$ cat src/verilog/cfws_defines.vh
// Register indices, field positions, reset values and timing counts
`ifndef CFWS_DEFINES_VH
`define CFWS_DEFINES_VH
`define CFWS_IDX_CFG1H 22'h300001
`define CFWS_IDX_CFG2H 22'h300003
`define CFWS_IDX_CFG3L 22'h300004
`define CFWS_IDX_CFG3H 22'h300005
`define CFWS_IDX_CFG4L 22'h300006
`define CFWS_IDX_CFG5L 22'h300008
`define CFWS_IDX_CFG7L 22'h30000C
`define CFWS_IDX_ID1 22'h3FFFFE
`define CFWS_IDX_ID2 22'h3FFFFF
`define CFWS_IDX_WATCHDOG_CONTROL 22'h000100
`define CFWS_IDX_OSCCTL 22'h000101
`define CFWS_IDX_STATUS 22'h000102
`define CFWS_MSK_CFG1H 8'h80
`define CFWS_MSK_CFG2H 8'h1F
`define CFWS_MSK_CFG3L 8'h03
`define CFWS_MSK_CFG3H 8'h85
`define CFWS_MSK_CFG4L 8'hC1
`define CFWS_MSK_BIT0 8'h01
`define CFWS_MSK_OSCCTL 8'h07
`define CFWS_RST_CFG1H 8'h00
`define CFWS_RST_CFG2H 8'h1F
`define CFWS_RST_CFG3L 8'h03
`define CFWS_RST_CFG3H 8'h81
`define CFWS_RST_CFG4L 8'h81
`define CFWS_RST_BIT0 8'h01
`define CFWS_RST_OSCCTL 8'h00
`define CFWS_B_TWO_SPEED_START_ENABLE 7
`define CFWS_B_FUSE_WATCHDOG_ENABLE 0
`define CFWS_B_PS_HI 4
`define CFWS_B_PS_LO 1
`define CFWS_B_RSTPIN 7
`define CFWS_B_T1LP 2
`define CFWS_B_CAPTURE_COMPARE_UNIT2 0
`define CFWS_B_DEBUG 7
`define CFWS_B_EXTENDED_INSTR_ENABLE 6
`define CFWS_B_STACK 0
`define CFWS_PM_MCU 2'h3
`define CFWS_PM_MPU 2'h2
`define CFWS_PM_BOOT 2'h1
`define CFWS_PM_EXT 2'h0
`define CFWS_BOOT_TOP 21'h0007FF
`define CFWS_INTMEM_TOP 21'h00FFFF
`define CFWS_CLK_NS 5
`define CFWS_WDT_BASE_NS 4000000
`define CFWS_WDT_BASE_CYC (`CFWS_WDT_BASE_NS / `CFWS_CLK_NS)
`endif

$ cat src/verilog/cfws_top.v
// Configuration fuses, watchdog and two-speed start-up with APB access
//
// The implementer's own choice: the APB register port.
`timescale 1ns/1ps
`include "cfws_defines.vh"
module cfws_top #(
  parameter WDT_BASE_CYC = `CFWS_WDT_BASE_CYC,
  parameter [10:0] PART_CODE = 11'h2A5, // Arbitrary value
  parameter [4:0] REVISION_CODE = 5'h03 // Arbitrary value
) (
  input wire I_CLOCK,
  input wire I_SYS_RST,
  input wire I_PSEL,
  input wire I_PENABLE,
  input wire I_PWRITE,
  input wire [23:0] I_PADDR,
  input wire [31:0] I_PWDATA,
  output wire [31:0] O_PRDATA,
  output wire O_PREADY,
  output wire O_PSLVERR,
  input wire I_MASTER_CLEAR_PIN_N,
  input wire I_OST_DONE,
  input wire I_PWRT_DONE,
  input wire I_SLEEP,
  input wire I_WATCHDOG_CLEAR_INSTR,
  input wire I_CLOCK_FAIL,
  input wire I_WAKE,
  input wire I_STACK_FULL,
  input wire I_STACK_UNDERFLOW,
  input wire I_TBLRD_REQ,
  input wire I_TBLRD_FROM_EXT,
  input wire [20:0] I_TBLRD_ADDR,
  output wire O_MASTER_RESET,
  output wire O_PORT_G_BIT5_IN_EN,
  output wire O_PORT_G_BIT5_DATA,
  output wire O_TIMER1_LOW_POWER_OSC,
  output wire O_CAPTURE_COMPARE_UNIT2_ON_PORT_C_BIT1,
  output wire O_CAPTURE_COMPARE_UNIT2_ON_PORT_E_BIT7,
  output wire O_CAPTURE_COMPARE_UNIT2_ON_PORT_B_BIT3,
  output wire O_DEBUGGER_EN,
  output wire O_PORT_B_PINS_GPIO,
  output wire O_EXTENDED_INSTR_EN,
  output wire O_STACK_FAULT_RESET,
  output wire O_TBLRD_BLOCK,
  output wire O_WATCHDOG_RESET,
  output wire O_INTERNAL_RC_OSC_EN,
  output wire O_CORE_ON_INTERNAL_OSC,
  output wire [2:0] O_INTERNAL_OSC_FREQ_SELECT
);
  localparam [3:0] S_NONE = 4'h0;
  localparam [3:0] S_CFG1H = 4'h1;
  localparam [3:0] S_CFG2H = 4'h2;
  localparam [3:0] S_CFG3L = 4'h3;
  localparam [3:0] S_CFG3H = 4'h4;
  localparam [3:0] S_CFG4L = 4'h5;
  localparam [3:0] S_CFG5L = 4'h6;
  localparam [3:0] S_CFG7L = 4'h7;
  localparam [3:0] S_ID1 = 4'h8;
  localparam [3:0] S_ID2 = 4'h9;
  localparam [3:0] S_WATCHDOG_CONTROL = 4'hA;
  localparam [3:0] S_OSCCTL = 4'hB;
  localparam [3:0] S_STATUS = 4'hC;
  localparam [1:0] TS_PRIMARY = 2'h0;
  localparam [1:0] TS_WAIT_PWRT = 2'h1;
  localparam [1:0] TS_INTERNAL = 2'h2;

  function [3:0] cfws_sel;
    input [21:0] idx;
    begin
      case (idx)
        `CFWS_IDX_CFG1H: cfws_sel = S_CFG1H;
        `CFWS_IDX_CFG2H: cfws_sel = S_CFG2H;
        `CFWS_IDX_CFG3L: cfws_sel = S_CFG3L;
        `CFWS_IDX_CFG3H: cfws_sel = S_CFG3H;
        `CFWS_IDX_CFG4L: cfws_sel = S_CFG4L;
        `CFWS_IDX_CFG5L: cfws_sel = S_CFG5L;
        `CFWS_IDX_CFG7L: cfws_sel = S_CFG7L;
        `CFWS_IDX_ID1: cfws_sel = S_ID1;
        `CFWS_IDX_ID2: cfws_sel = S_ID2;
        `CFWS_IDX_WATCHDOG_CONTROL: cfws_sel = S_WATCHDOG_CONTROL;
        `CFWS_IDX_OSCCTL: cfws_sel = S_OSCCTL;
        `CFWS_IDX_STATUS: cfws_sel = S_STATUS;
        default: cfws_sel = S_NONE;
      endcase
    end
  endfunction

  reg [7:0] cfg1h_q;
  reg [7:0] cfg2h_q;
  reg [7:0] cfg3l_q;
  reg [7:0] cfg3h_q;
  reg [7:0] cfg4l_q;
  reg [7:0] cfg5l_q;
  reg [7:0] cfg7l_q;
  reg [7:0] watchdog_control_q;
  reg [7:0] oscctl_q;
  reg pready_q;
  reg pslverr_q;
  reg [31:0] prdata_q;
  reg [7:0] rd_byte;
  reg wdt_clr_q;
  reg start_q;
  reg [1:0] ts_q;
  reg [1:0] ts_d;
  reg on_internal_osc_block_q;
  reg mreset_q;
  reg g5_en_q;
  reg g5_data_q;
  reg t1lp_q;
  reg ccp_c1_q;
  reg ccp_e7_q;
  reg ccp_b3_q;
  reg dbg_q;
  reg pb_gpio_q;
  reg extended_instr_enable_q;
  reg stk_rst_q;
  reg tblk_q;
  reg rc_en_q;
  wire [1:0] sync_out;
  wire master_clear_pin_pin_s = sync_out[0];
  wire ost_done_s = sync_out[1];
  wire wdt_tmo;

  cfws_sync #(
    .W(2),
    .INIT(2'b01)
  ) u_sync (
    .i_clk(I_CLOCK),
    .i_rst(I_SYS_RST),
    .i_d({I_OST_DONE, I_MASTER_CLEAR_PIN_N}),
    .o_q(sync_out)
  );

  // APB: one wait state, the answer comes on the second access cycle
  wire [3:0] sel = (I_PADDR[1:0] == 2'b00) ? cfws_sel(I_PADDR[23:2]) : S_NONE;
  wire acc = I_PSEL & I_PENABLE & ~pready_q;
  wire wr = I_PSEL & I_PENABLE & pready_q & I_PWRITE & ~pslverr_q;
  wire [7:0] wb = I_PWDATA[7:0];
  wire ircf_chg = wr & (sel == S_OSCCTL) & ((wb & `CFWS_MSK_OSCCTL) != oscctl_q);

  wire wdt_en = cfg2h_q[`CFWS_B_FUSE_WATCHDOG_ENABLE] | watchdog_control_q[0];
  wire [3:0] wdt_ps = cfg2h_q[`CFWS_B_PS_HI:`CFWS_B_PS_LO];
  wire two_speed_start_enable = cfg1h_q[`CFWS_B_TWO_SPEED_START_ENABLE];
  wire [1:0] pm = cfg3l_q[1:0];

  always @* begin
    case (sel)
      S_CFG1H: rd_byte = cfg1h_q;
      S_CFG2H: rd_byte = cfg2h_q;
      S_CFG3L: rd_byte = cfg3l_q;
      S_CFG3H: rd_byte = cfg3h_q;
      S_CFG4L: rd_byte = cfg4l_q;
      S_CFG5L: rd_byte = cfg5l_q;
      S_CFG7L: rd_byte = cfg7l_q;
      S_ID1: rd_byte = {PART_CODE[2:0], REVISION_CODE};
      S_ID2: rd_byte = PART_CODE[10:3];
      S_WATCHDOG_CONTROL: rd_byte = watchdog_control_q;
      S_OSCCTL: rd_byte = oscctl_q;
      S_STATUS: rd_byte = {4'h0, rc_en_q, wdt_en, ts_q != TS_PRIMARY, ts_q == TS_PRIMARY};
      default: rd_byte = 8'h00;
    endcase
  end

  always @(posedge I_CLOCK or posedge I_SYS_RST) begin
    if (I_SYS_RST) begin
      pready_q <= 1'b0;
      pslverr_q <= 1'b0;
      prdata_q <= 32'h00000000;
    end else begin
      pready_q <= acc;
      if (acc) begin
        pslverr_q <= (sel == S_NONE);
        prdata_q <= {24'h000000, rd_byte};
      end else begin
        pslverr_q <= 1'b0;
      end
    end
  end

  // Unimplemented bits are masked on write so they always read zero
  always @(posedge I_CLOCK or posedge I_SYS_RST) begin
    if (I_SYS_RST) begin
      cfg1h_q <= `CFWS_RST_CFG1H;
      cfg2h_q <= `CFWS_RST_CFG2H;
      cfg3l_q <= `CFWS_RST_CFG3L;
      cfg3h_q <= `CFWS_RST_CFG3H;
      cfg4l_q <= `CFWS_RST_CFG4L;
      cfg5l_q <= `CFWS_RST_BIT0;
      cfg7l_q <= `CFWS_RST_BIT0;
      watchdog_control_q <= 8'h00;
      oscctl_q <= `CFWS_RST_OSCCTL;
    end else if (wr) begin
      case (sel)
        S_CFG1H: cfg1h_q <= wb & `CFWS_MSK_CFG1H;
        S_CFG2H: cfg2h_q <= wb & `CFWS_MSK_CFG2H;
        S_CFG3L: cfg3l_q <= wb & `CFWS_MSK_CFG3L;
        S_CFG3H: cfg3h_q <= wb & `CFWS_MSK_CFG3H;
        S_CFG4L: cfg4l_q <= wb & `CFWS_MSK_CFG4L;
        // Clear-only cells: a write can program 0 but never erase
        S_CFG5L: cfg5l_q <= cfg5l_q & wb & `CFWS_MSK_BIT0;
        S_CFG7L: cfg7l_q <= cfg7l_q & wb & `CFWS_MSK_BIT0;
        S_WATCHDOG_CONTROL: watchdog_control_q <= wb & `CFWS_MSK_BIT0;
        S_OSCCTL: oscctl_q <= wb & `CFWS_MSK_OSCCTL;
        default: oscctl_q <= oscctl_q;
      endcase
    end
  end

  // Watchdog clear sources, registered to ease timing into the counter
  always @(posedge I_CLOCK or posedge I_SYS_RST) begin
    if (I_SYS_RST) begin
      wdt_clr_q <= 1'b0;
    end else begin
      wdt_clr_q <= I_SLEEP | I_WATCHDOG_CLEAR_INSTR | I_CLOCK_FAIL | ircf_chg;
    end
  end

  cfws_wdt #(
    .BASE_CYC(WDT_BASE_CYC)
  ) u_wdt (
    .i_clk(I_CLOCK),
    .i_rst(I_SYS_RST),
    .i_en(wdt_en),
    .i_clr(wdt_clr_q),
    .i_ps(wdt_ps),
    .o_tmo(wdt_tmo)
  );

  // Two-speed start-up; other mode changes never enter it
  wire go = start_q | I_WAKE;
  always @* begin
    ts_d = ts_q;
    case (ts_q)
      TS_PRIMARY: begin
        if (go & two_speed_start_enable) begin
          ts_d = TS_WAIT_PWRT;
        end
      end
      TS_WAIT_PWRT: begin
        if (I_PWRT_DONE) begin
          ts_d = TS_INTERNAL;
        end
      end
      TS_INTERNAL: begin
        if (ost_done_s) begin
          ts_d = TS_PRIMARY;
        end
      end
      default: ts_d = TS_PRIMARY;
    endcase
  end

  always @(posedge I_CLOCK or posedge I_SYS_RST) begin
    if (I_SYS_RST) begin
      start_q <= 1'b1;
      ts_q <= TS_PRIMARY;
      on_internal_osc_block_q <= 1'b0;
    end else begin
      start_q <= 1'b0;
      ts_q <= ts_d;
      on_internal_osc_block_q <= (ts_d == TS_INTERNAL);
    end
  end

  // Table read protection depends on processor memory mode
  wire tb_hit = (pm == `CFWS_PM_EXT) ? (I_TBLRD_ADDR <= `CFWS_INTMEM_TOP) :
                (pm == `CFWS_PM_BOOT) ? (I_TBLRD_ADDR <= `CFWS_BOOT_TOP) : 1'b0;

  // Decoded fuse functions, all registered so outputs come from flops
  always @(posedge I_CLOCK or posedge I_SYS_RST) begin
    if (I_SYS_RST) begin
      mreset_q <= 1'b0;
      g5_en_q <= 1'b0;
      g5_data_q <= 1'b0;
      t1lp_q <= 1'b0;
      ccp_c1_q <= 1'b0;
      ccp_e7_q <= 1'b0;
      ccp_b3_q <= 1'b0;
      dbg_q <= 1'b0;
      pb_gpio_q <= 1'b0;
      extended_instr_enable_q <= 1'b0;
      stk_rst_q <= 1'b0;
      tblk_q <= 1'b0;
      rc_en_q <= 1'b0;
    end else begin
      mreset_q <= cfg3h_q[`CFWS_B_RSTPIN] & ~master_clear_pin_pin_s;
      g5_en_q <= ~cfg3h_q[`CFWS_B_RSTPIN];
      g5_data_q <= ~cfg3h_q[`CFWS_B_RSTPIN] & master_clear_pin_pin_s;
      t1lp_q <= cfg3h_q[`CFWS_B_T1LP];
      ccp_c1_q <= cfg3h_q[`CFWS_B_CAPTURE_COMPARE_UNIT2];
      ccp_e7_q <= ~cfg3h_q[`CFWS_B_CAPTURE_COMPARE_UNIT2] & (pm == `CFWS_PM_MCU);
      ccp_b3_q <= ~cfg3h_q[`CFWS_B_CAPTURE_COMPARE_UNIT2] & (pm != `CFWS_PM_MCU);
      dbg_q <= ~cfg4l_q[`CFWS_B_DEBUG];
      pb_gpio_q <= cfg4l_q[`CFWS_B_DEBUG];
      extended_instr_enable_q <= cfg4l_q[`CFWS_B_EXTENDED_INSTR_ENABLE];
      stk_rst_q <= cfg4l_q[`CFWS_B_STACK] & (I_STACK_FULL | I_STACK_UNDERFLOW);
      // Code protect is advisory here; only the read port is gated
      tblk_q <= I_TBLRD_REQ & I_TBLRD_FROM_EXT & ~cfg7l_q[0] & tb_hit;
      // Watchdog needs the internal RC; start-up uses the same block
      rc_en_q <= wdt_en | (ts_d != TS_PRIMARY);
    end
  end

  assign O_PRDATA = prdata_q;
  assign O_PREADY = pready_q;
  assign O_PSLVERR = pslverr_q;
  assign O_MASTER_RESET = mreset_q;
  assign O_PORT_G_BIT5_IN_EN = g5_en_q;
  assign O_PORT_G_BIT5_DATA = g5_data_q;
  assign O_TIMER1_LOW_POWER_OSC = t1lp_q;
  assign O_CAPTURE_COMPARE_UNIT2_ON_PORT_C_BIT1 = ccp_c1_q;
  assign O_CAPTURE_COMPARE_UNIT2_ON_PORT_E_BIT7 = ccp_e7_q;
  assign O_CAPTURE_COMPARE_UNIT2_ON_PORT_B_BIT3 = ccp_b3_q;
  assign O_DEBUGGER_EN = dbg_q;
  assign O_PORT_B_PINS_GPIO = pb_gpio_q;
  assign O_EXTENDED_INSTR_EN = extended_instr_enable_q;
  assign O_STACK_FAULT_RESET = stk_rst_q;
  assign O_TBLRD_BLOCK = tblk_q;
  assign O_WATCHDOG_RESET = wdt_tmo;
  assign O_INTERNAL_RC_OSC_EN = rc_en_q;
  assign O_CORE_ON_INTERNAL_OSC = on_internal_osc_block_q;
  assign O_INTERNAL_OSC_FREQ_SELECT = oscctl_q[2:0];
endmodule // cfws_top

$ cat src/verilog/cfws_sync.v
// Two-flop synchroniser for levels from outside the clock domain
`timescale 1ns/1ps
module cfws_sync #(
  parameter W = 2,
  parameter [W-1:0] INIT = {W{1'b0}}
) (
  input wire i_clk,
  input wire i_rst,
  input wire [W-1:0] i_d,
  output wire [W-1:0] o_q
);
  reg [W-1:0] meta_q;
  reg [W-1:0] sync_q;
  always @(posedge i_clk or posedge i_rst) begin
    if (i_rst) begin
      meta_q <= INIT;
      sync_q <= INIT;
    end else begin
      meta_q <= i_d;
      sync_q <= meta_q;
    end
  end
  assign o_q = sync_q;
endmodule // cfws_sync

$ cat src/verilog/cfws_wdt.v
// Watchdog base divider and 16-bit postscaler with tap select
`timescale 1ns/1ps
`include "cfws_defines.vh"
module cfws_wdt #(
  parameter BASE_CYC = `CFWS_WDT_BASE_CYC
) (
  input wire i_clk,
  input wire i_rst,
  input wire i_en,
  input wire i_clr,
  input wire [3:0] i_ps,
  output reg o_tmo
);
  localparam integer BASE_LAST_I = BASE_CYC - 1;
  localparam [19:0] BASE_LAST = BASE_LAST_I[19:0];
  reg [19:0] base_q;
  reg [15:0] post_q;
  wire tick = (base_q == BASE_LAST);
  // Tap 2^ps: ratio 1:1 for 0000 up to 1:32768 for 1111
  wire [15:0] tap_last = (16'h0001 << i_ps) - 16'h0001;
  // Tap overflows when its low ps bits are all ones; a shorter tap never waits for a 16-bit wrap
  wire hit = i_en & tick & ((post_q & tap_last) == tap_last);
  always @(posedge i_clk or posedge i_rst) begin
    if (i_rst) begin
      base_q <= 20'h00000;
      post_q <= 16'h0000;
      o_tmo <= 1'b0;
    end else begin
      o_tmo <= ~i_clr & hit;
      if (i_clr | ~i_en | hit) begin
        base_q <= 20'h00000;
        post_q <= 16'h0000;
      end else if (tick) begin
        base_q <= 20'h00000;
        post_q <= post_q + 16'h0001;
      end else begin
        base_q <= base_q + 20'h00001;
      end
    end
  end
endmodule // cfws_wdt

$ cat config.mk
export PLATFORM = sky130hd
export DESIGN_NAME = cfws_top
export DESIGN_NICKNAME = d
export VERILOG_FILES = /design/src/verilog/cfws_top.v /design/src/verilog/cfws_sync.v /design/src/verilog/cfws_wdt.v
export VERILOG_INCLUDE_DIRS = /design/src /design/src/verilog
export SDC_FILE = /design/constraint.sdc
export NUM_CORES = 1
export LEC_CHECK = 0
export BUFFER_PORTS_ARGS = -buffer_cell sky130_fd_sc_hd__buf_2
export CORE_MARGIN = 1
export CORE_UTILIZATION = 52
export CTS_BUF_LIST = sky130_fd_sc_hd__clkbuf_16
export CTS_CLUSTER_DIAMETER = 40
export CTS_CLUSTER_SIZE = 24
export DETAILED_ROUTE_END_ITERATION = 8
export PLACE_DENSITY_LB_ADDON = 0.05
export REMOVE_ABC_BUFFERS = 1
export SLEW_MARGIN = 20
export SYNTH_ARGS = -nofsm -noshare
export SYNTH_HDL_FRONTEND = slang
export SYNTH_SLANG_ARGS = --single-unit
$ cat constraint.sdc
create_clock -name I_CLOCK -period 3.5 [get_ports I_CLOCK]
set_clock_uncertainty 0.1 [all_clocks]
set_input_delay 0.175 -clock I_CLOCK [delete_from_list [all_inputs] [get_ports I_CLOCK]]
set_output_delay 0.175 -clock I_CLOCK [all_outputs]
set_load 0.03 [all_outputs]
---- Word level (Yosys, flattened, before mapping) ----
Index checks and enable logic that the tools add are counted.
cells by class
  $add $sub $neg .......................... 3
  multipliers ............................. 0
  div/mod/pow operators ................... 0
  magnitude comparators ................... 2
  equality and inequality tests ........... 33
  shifts and indexed selects .............. 1
  mux-type cells .......................... 14
  bitwise operators ....................... 40
  reductions and logical operators ........ 16
operators by type and width
  operator                                                                            number
  22-bit == test, second input constant                                               9
  8-bit case mux with 12 select lines                                                 1
  22-bit by 9-bit == test with 1-bit output, second input constant                    3
  4-bit case mux with 12 select lines                                                 1
  20-bit 2-to-1 mux                                                                   2
  16-bit 2-to-1 mux                                                                   2
  1-bit bitwise AND                                                                   21
  21-bit by 11-bit less-or-equal comparator with 1-bit output, second input constant  1
  21-bit by 16-bit less-or-equal comparator with 1-bit output, second input constant  1
  20-bit by 1-bit adder with 20-bit output, second input constant                     1
  20-bit == test, second input constant                                               1
  4-bit == test, second input constant                                                5
  2-bit AND reduction                                                                 9
  16-bit by 1-bit adder with 16-bit output, second input constant                     1
  16-bit bitwise AND                                                                  1
  16-bit == test                                                                      1
  4-bit by 3-bit == test with 1-bit output, second input constant                     4
  1-bit by 4-bit left shift with 16-bit output, first input constant                  1
  16-bit by 1-bit subtractor with 16-bit output, second input constant                1
  1-bit inverter                                                                      9
  1-bit OR                                                                            9
  4-bit by 2-bit == test with 1-bit output, second input constant                     2
  2-bit == test, second input constant                                                3
  2-bit logical NOT                                                                   3
  other kinds (10)                                                                    17
word-level totals
  bits in registers ....................... 89
  latch bits .............................. 0
  memory bits (writable) .................. 0
  bits in read-only memories .............. 0
  input bits .............................. 93
  word-level logic and storage cells ...... 143
  memories ................................ 0

---- Depth between registers and ports, before layout ----
  depth in word-level cells ............... 7
  depth in mapped cells ................... 15
  depth with buffers taken out ............ 10

---- By module ----
From an unflattened synthesis, not the netlist that was laid out.
second synthesis, totals
  cell total of the unflattened synthesis .. 500
  area, all modules ....................... 4,834.6 sq um
by module, submodules not included
  module     times used  cells each  area an instance (sq um)
  cfws_top   1           275         2,708.8
  cfws_wdt   1           220         2,019.4
  cfws_sync  1           5           106.4

---- Least setup slack after synthesis ----
OpenSTA, ideal clock, no wires.
  kind .................................... reg-to-reg
  start ................................... register cfg2h_q[4]
  end ..................................... register u_wdt.base_q[6]
  setup time .............................. 130 ps
  arrival time ............................ 2,912 ps
  setup slack ............................. 357 ps
  stages on the path, launching flop included .. 15
  clock period less this slack ............ 3,143 ps
  path through ............................ dfstp_2 clkbuf_1 clkbuf_1 nand3b_1 ha_1 clkbuf_1 clkbuf_1 nor2_1 a31oi_1 o21ai_0 a21oi_1 o2111ai_1 nand2_1 clkbuf_1 nor2_1
between the ends
  longest elaborated chain between the ends .. 7
RTL lines
  what                                             RTL line        source
  from (decl)                                      cfws_top.v:89   reg [7:0] cfg2h_q;
  from (signal assigned)                           cfws_top.v:184  cfg2h_q <= `CFWS_RST_CFG2H;
  from (signal assigned)                           cfws_top.v:195  S_CFG2H: cfg2h_q <= wb & `CFWS_MSK_CFG2H;
  1-bit by 4-bit left shift with 16-bit output *   cfws_wdt.v:20   wire [15:0] tap_last = (16'h0001 << i_ps) - 16'h0001;
  16-bit by 1-bit subtractor with 16-bit output *  cfws_wdt.v:20
  16-bit bitwise AND                               cfws_wdt.v:22   wire hit = i_en & tick & ((post_q & tap_last) == tap_last);
  16-bit == test *                                 cfws_wdt.v:22
  1-bit bitwise AND *                              cfws_wdt.v:22
  1-bit OR *                                       cfws_wdt.v:30   if (i_clr | ~i_en | hit) begin
  20-bit 2-to-1 mux *                              cfws_wdt.v:30
  to (signal assigned)                             cfws_wdt.v:37   base_q <= base_q + 20'h00001;
  to (decl)                                        cfws_wdt.v:16   reg [19:0] base_q;
Mark *: on every way between the ends. The rest lies on a longest branch, timed or not.
A chain may end at the register's enable or synchronous reset.

---- Worst setup path in the final report ----
  start ................................... register cfg2h_q[2]
  end ..................................... register u_wdt.post_q[7]
between the ends
  longest elaborated chain between the ends .. 7
RTL lines
  what                                                            RTL line       source
  1-bit by 4-bit left shift with 16-bit output *                  cfws_wdt.v:20
  16-bit by 1-bit subtractor with 16-bit output *                 cfws_wdt.v:20
  16-bit bitwise AND                                              cfws_wdt.v:22
  16-bit == test *                                                cfws_wdt.v:22
  1-bit bitwise AND *                                             cfws_wdt.v:22
  1-bit OR *                                                      cfws_wdt.v:30
  16-bit 2-to-1 mux / 2-bit nonzero test (equally long branches)  -
  to (signal assigned)                                            cfws_wdt.v:35  post_q <= post_q + 16'h0001;
  to (decl)                                                       cfws_wdt.v:17  reg [15:0] post_q;
Marks and branches as above.

==> impl_metrics.ini <==
[critical_path]
r2r_start = cfg2h_q[2]
crit_type = reg -> reg
reg2reg_to = u_wdt.post_q[7]
ff2ff_path_depth = 11
end_kind = flop
reg2reg_slack_ns = 0.44
crit_required_ns = 3.61
cp.arrival_ns = 3.18
worstPathMaxFanout = 17
start_kind = flop

[sta]
tightest_slew_ns = 0.758
fin_crit_sh = 0.875
clock.fmax_mhz = 326
drv_slew = 0
setup_viol = 0
rsz0062_at_grt = no
hold_ws_ns = 0.0117
tns_ns = 0
final.setup.worst_slack_ns = 0.437
period_minus_slack_ns = 3.06
relSlewSlack = 0.487
finalHoldViolations = 0

[clocking]
clockBufferDepth = 2
post_cts_buffers = 0
cts_tree = done
root_buffer = clkbuf_16
cts-buffers-inserted = 9
path_clk_slew_ns = 0.06
cts_sinks = 88
insertion_delay_ns = 0.34
cts_htree_levels = 3

[final_layout]
drive_gt1_frac = 0.260
stdcell_count = 709
n_antenna_cell = 0
fin_area_um2 = 5680
area_growth_pct = 17.8
final_nets = 692

[global_routing]
grt_start_max_net_pins = 36
grt_usage = 0.243
grt_pass1_vias = 3835
grt_overflow = 0
antenna_found_initial = 0
grt_pass1_wl_um = 18500

[placed_design]
io_buffers = 84
placed_cells_incl_taps = 679
place_area_um2 = 5260
hpwl_um = 7810
gp_congestion = 0.864
dpl_worst_slack_ns = 0.523

[power_and_ir_drop]
pwr_density_cell_nw_per_um2 = 366
irDropWorstVdd_uv = 227
combPwrFrac = 0.067
seq_power_share = 0.493
clockPowerShare = 0.439
p_switching_uw = 471
p_int_mw = 1.61
switching_share = 0.226
p_leak_nw = 2.54

[routing]
wl_met3_um = 476
wirelength_um = 10800
drt-met1-wl_um = 5330
drtIter0Drc = 264
route.detailed.drc = 0
detail-route-antenna-nets = 0
wl_per_cell_um = 15.3
top_layer = met4
vias = 3972
dr.pass1.iters = 9
wl_met2_um = 4850
via_per_inst = 5.60

[job]
drv_cap = 0

[synth]
yosysWarnings = 0
synth.distinct_cells = 77
async_reset_ff_frac = 1.00
yosys-top-cells-count = dfrtp_1 (72), nor2_1 (59), nand2_1 (48)
mappedNetlistArea_um2 = 4820
synth_top_area_frac = 0.374
yosysSeqAreaShare = 0.461
synth_edf_count = 0
ys_ff_latch = 88
syn_avg_cell_area_um2 = 9.67
post-synth-top-count-cell = dfrtp_1
synth_top_cell_by_area = dfrtp_1
synthCells = 499
synthTopCellsByArea = dfrtp_1 (37%), dfstp_2 (8.7%), nor2_1 (4.6%)
synth_ff_type = dfrtp_1

[floorplanning]
boundaryPins = 145
die_w_um = 98.3
coreArea_um2 = 8850
die_y_um = 98.3
start_util = 0.545
dieArea_um2 = 9660
rows = 34

[min_path]
whs_path_depth = 2
hold_path.class = in -> reg
hp-start = I_PWDATA[7]
holdPathEnd = cfg4l_q[7]

[run_status]
status = completed
-- layer usage --
| layer | GRT usage | up-vias |
|---|---|---|
| li1 | - | 1918 |
| met1 | 0.359 | 1933 |
| met2 | 0.361 | 105 |
| met3 | 0.0344 | 16 |
| met4 | 0.0999 | 0 |
| met5 | 0 | - |
-- worst max path at each step --
| stage | startpoint | end | slack (ns) | cells after the start |
|---|---|---|---|---|
| after CTS | cfg2h_q[2] | u_wdt.post_q[7] | 0.50 | 11 |
| after global routing | cfg2h_q[2] | u_wdt.post_q[7] | 0.13 | 11 |
| final | cfg2h_q[2] | u_wdt.post_q[7] | 0.44 | 11 |
| after floorplan | cfg2h_q[3] | u_wdt.base_q[6] | 0.91 | 10 |
| after detailed placement | cfg2h_q[2] | u_wdt.post_q[10] | 0.52 | 11 |
| after global placement | I_PADDR[4] | cfg3h_q[2] | 0.56 | 8 |
-- cell families (layout without fill, tap and decap cells) --
family	count (synthesis)	after routing	share of synthesized area
mux	20	20	0.0462
flops	88	88	0.461
fa+ha+maj	3	3	0.00778
other cells	1	25	0.000777
compound gates	85	85	0.130
xor+xnor	33	33	0.0599
buf+inv	56	134	0.0643
simple gates	213	213	0.230
-- stage by stage --
stage          total power, mW  utilization
6_report                  2.08        0.642
5_1_grt                   2.15        0.642
4_1_cts                   2.10        0.642
3_5_place_dp              1.18        0.595
3_3_place_gp              1.17        0.595
2_1_floorplan             1.12            -
-- registers in the layout, indices dropped and copies added, names as in the netlist, 2 cells and up --
register and count:
u_wdt.post_q 15, cfg4l_q 3, oscctl_q 3, u_wdt.base_q 20
u_sync.meta_q 2, u_sync.o_q 2, cfg3h_q 3, cfg3l_q 2
O_PRDATA 8, ts_q 2, cfg2h_q 5
-- layout by cell type (no fill, tap or decap), types with 4 or more instances in the layout --
| cell type | instances |
|---|---|
| nor3b_1 | 4 |
| nand2_1 | 48 |
| xor2_1 | 18 |
| or3_1 | 8 |
| nor3_1 | 13 |
| dfstp_2 | 16 |
| inv_1 | 15 |
| and3_1 | 9 |
| nor2_1 | 59 |
| dfrtp_1 | 72 |
| dlygate4sd3_1 | 14 |
| buf_4 | 7 |
| o21ai_0 | 23 |
| o2111ai_1 | 4 |
| buf_2 | 84 |
| a21o_1 | 5 |
| nor4_1 | 8 |
| a21oi_1 | 12 |
| clkbuf_16 | 9 |
| nand2b_1 | 4 |
| conb_1 | 25 |
| mux2_2 | 18 |
| nand3_1 | 16 |
| a22oi_1 | 6 |
| xnor2_1 | 15 |
| nand4_1 | 13 |
-- worst max-delay path: stages, from the launching register on --
cell and delay, ns:
dfstp_2 0.67, nor2_1 0.16, nand3b_1 0.11, ha_1 0.49, nor3b_1 0.09, o21ai_0 0.16
a21oi_1 0.08, a2111oi_0 0.39, o2111ai_1 0.27, nand2_1 0.12, buf_4 0.21, nor2_1 0.09
-- timing repair --
action	CTS	global route
gates resized for setup	0	0
hold buffers	14	0
endpoints found under the hold margin	27	0
-- cell type report --
type	instances	area, um^2
multi-input cells	379	2380
clock buffers	9	225
clock inverters	7	57.6
repair buffers	105	613
fillers	743	3160
well taps	108	135
flip-flops and latches	88	2220
inverters	13	50.0
-- power groups by stage --
stage	logic, mW	registers, mW	clock network, mW
floorplan	0.0691	1.05	0
global placement	0.127	1.05	0
detailed placement	0.130	1.05	0
CTS	0.140	1.03	0.938
global route	0.155	1.03	0.967
finish	0.140	1.03	0.915
No activity file was read; power rests on OpenSTA's default activity.
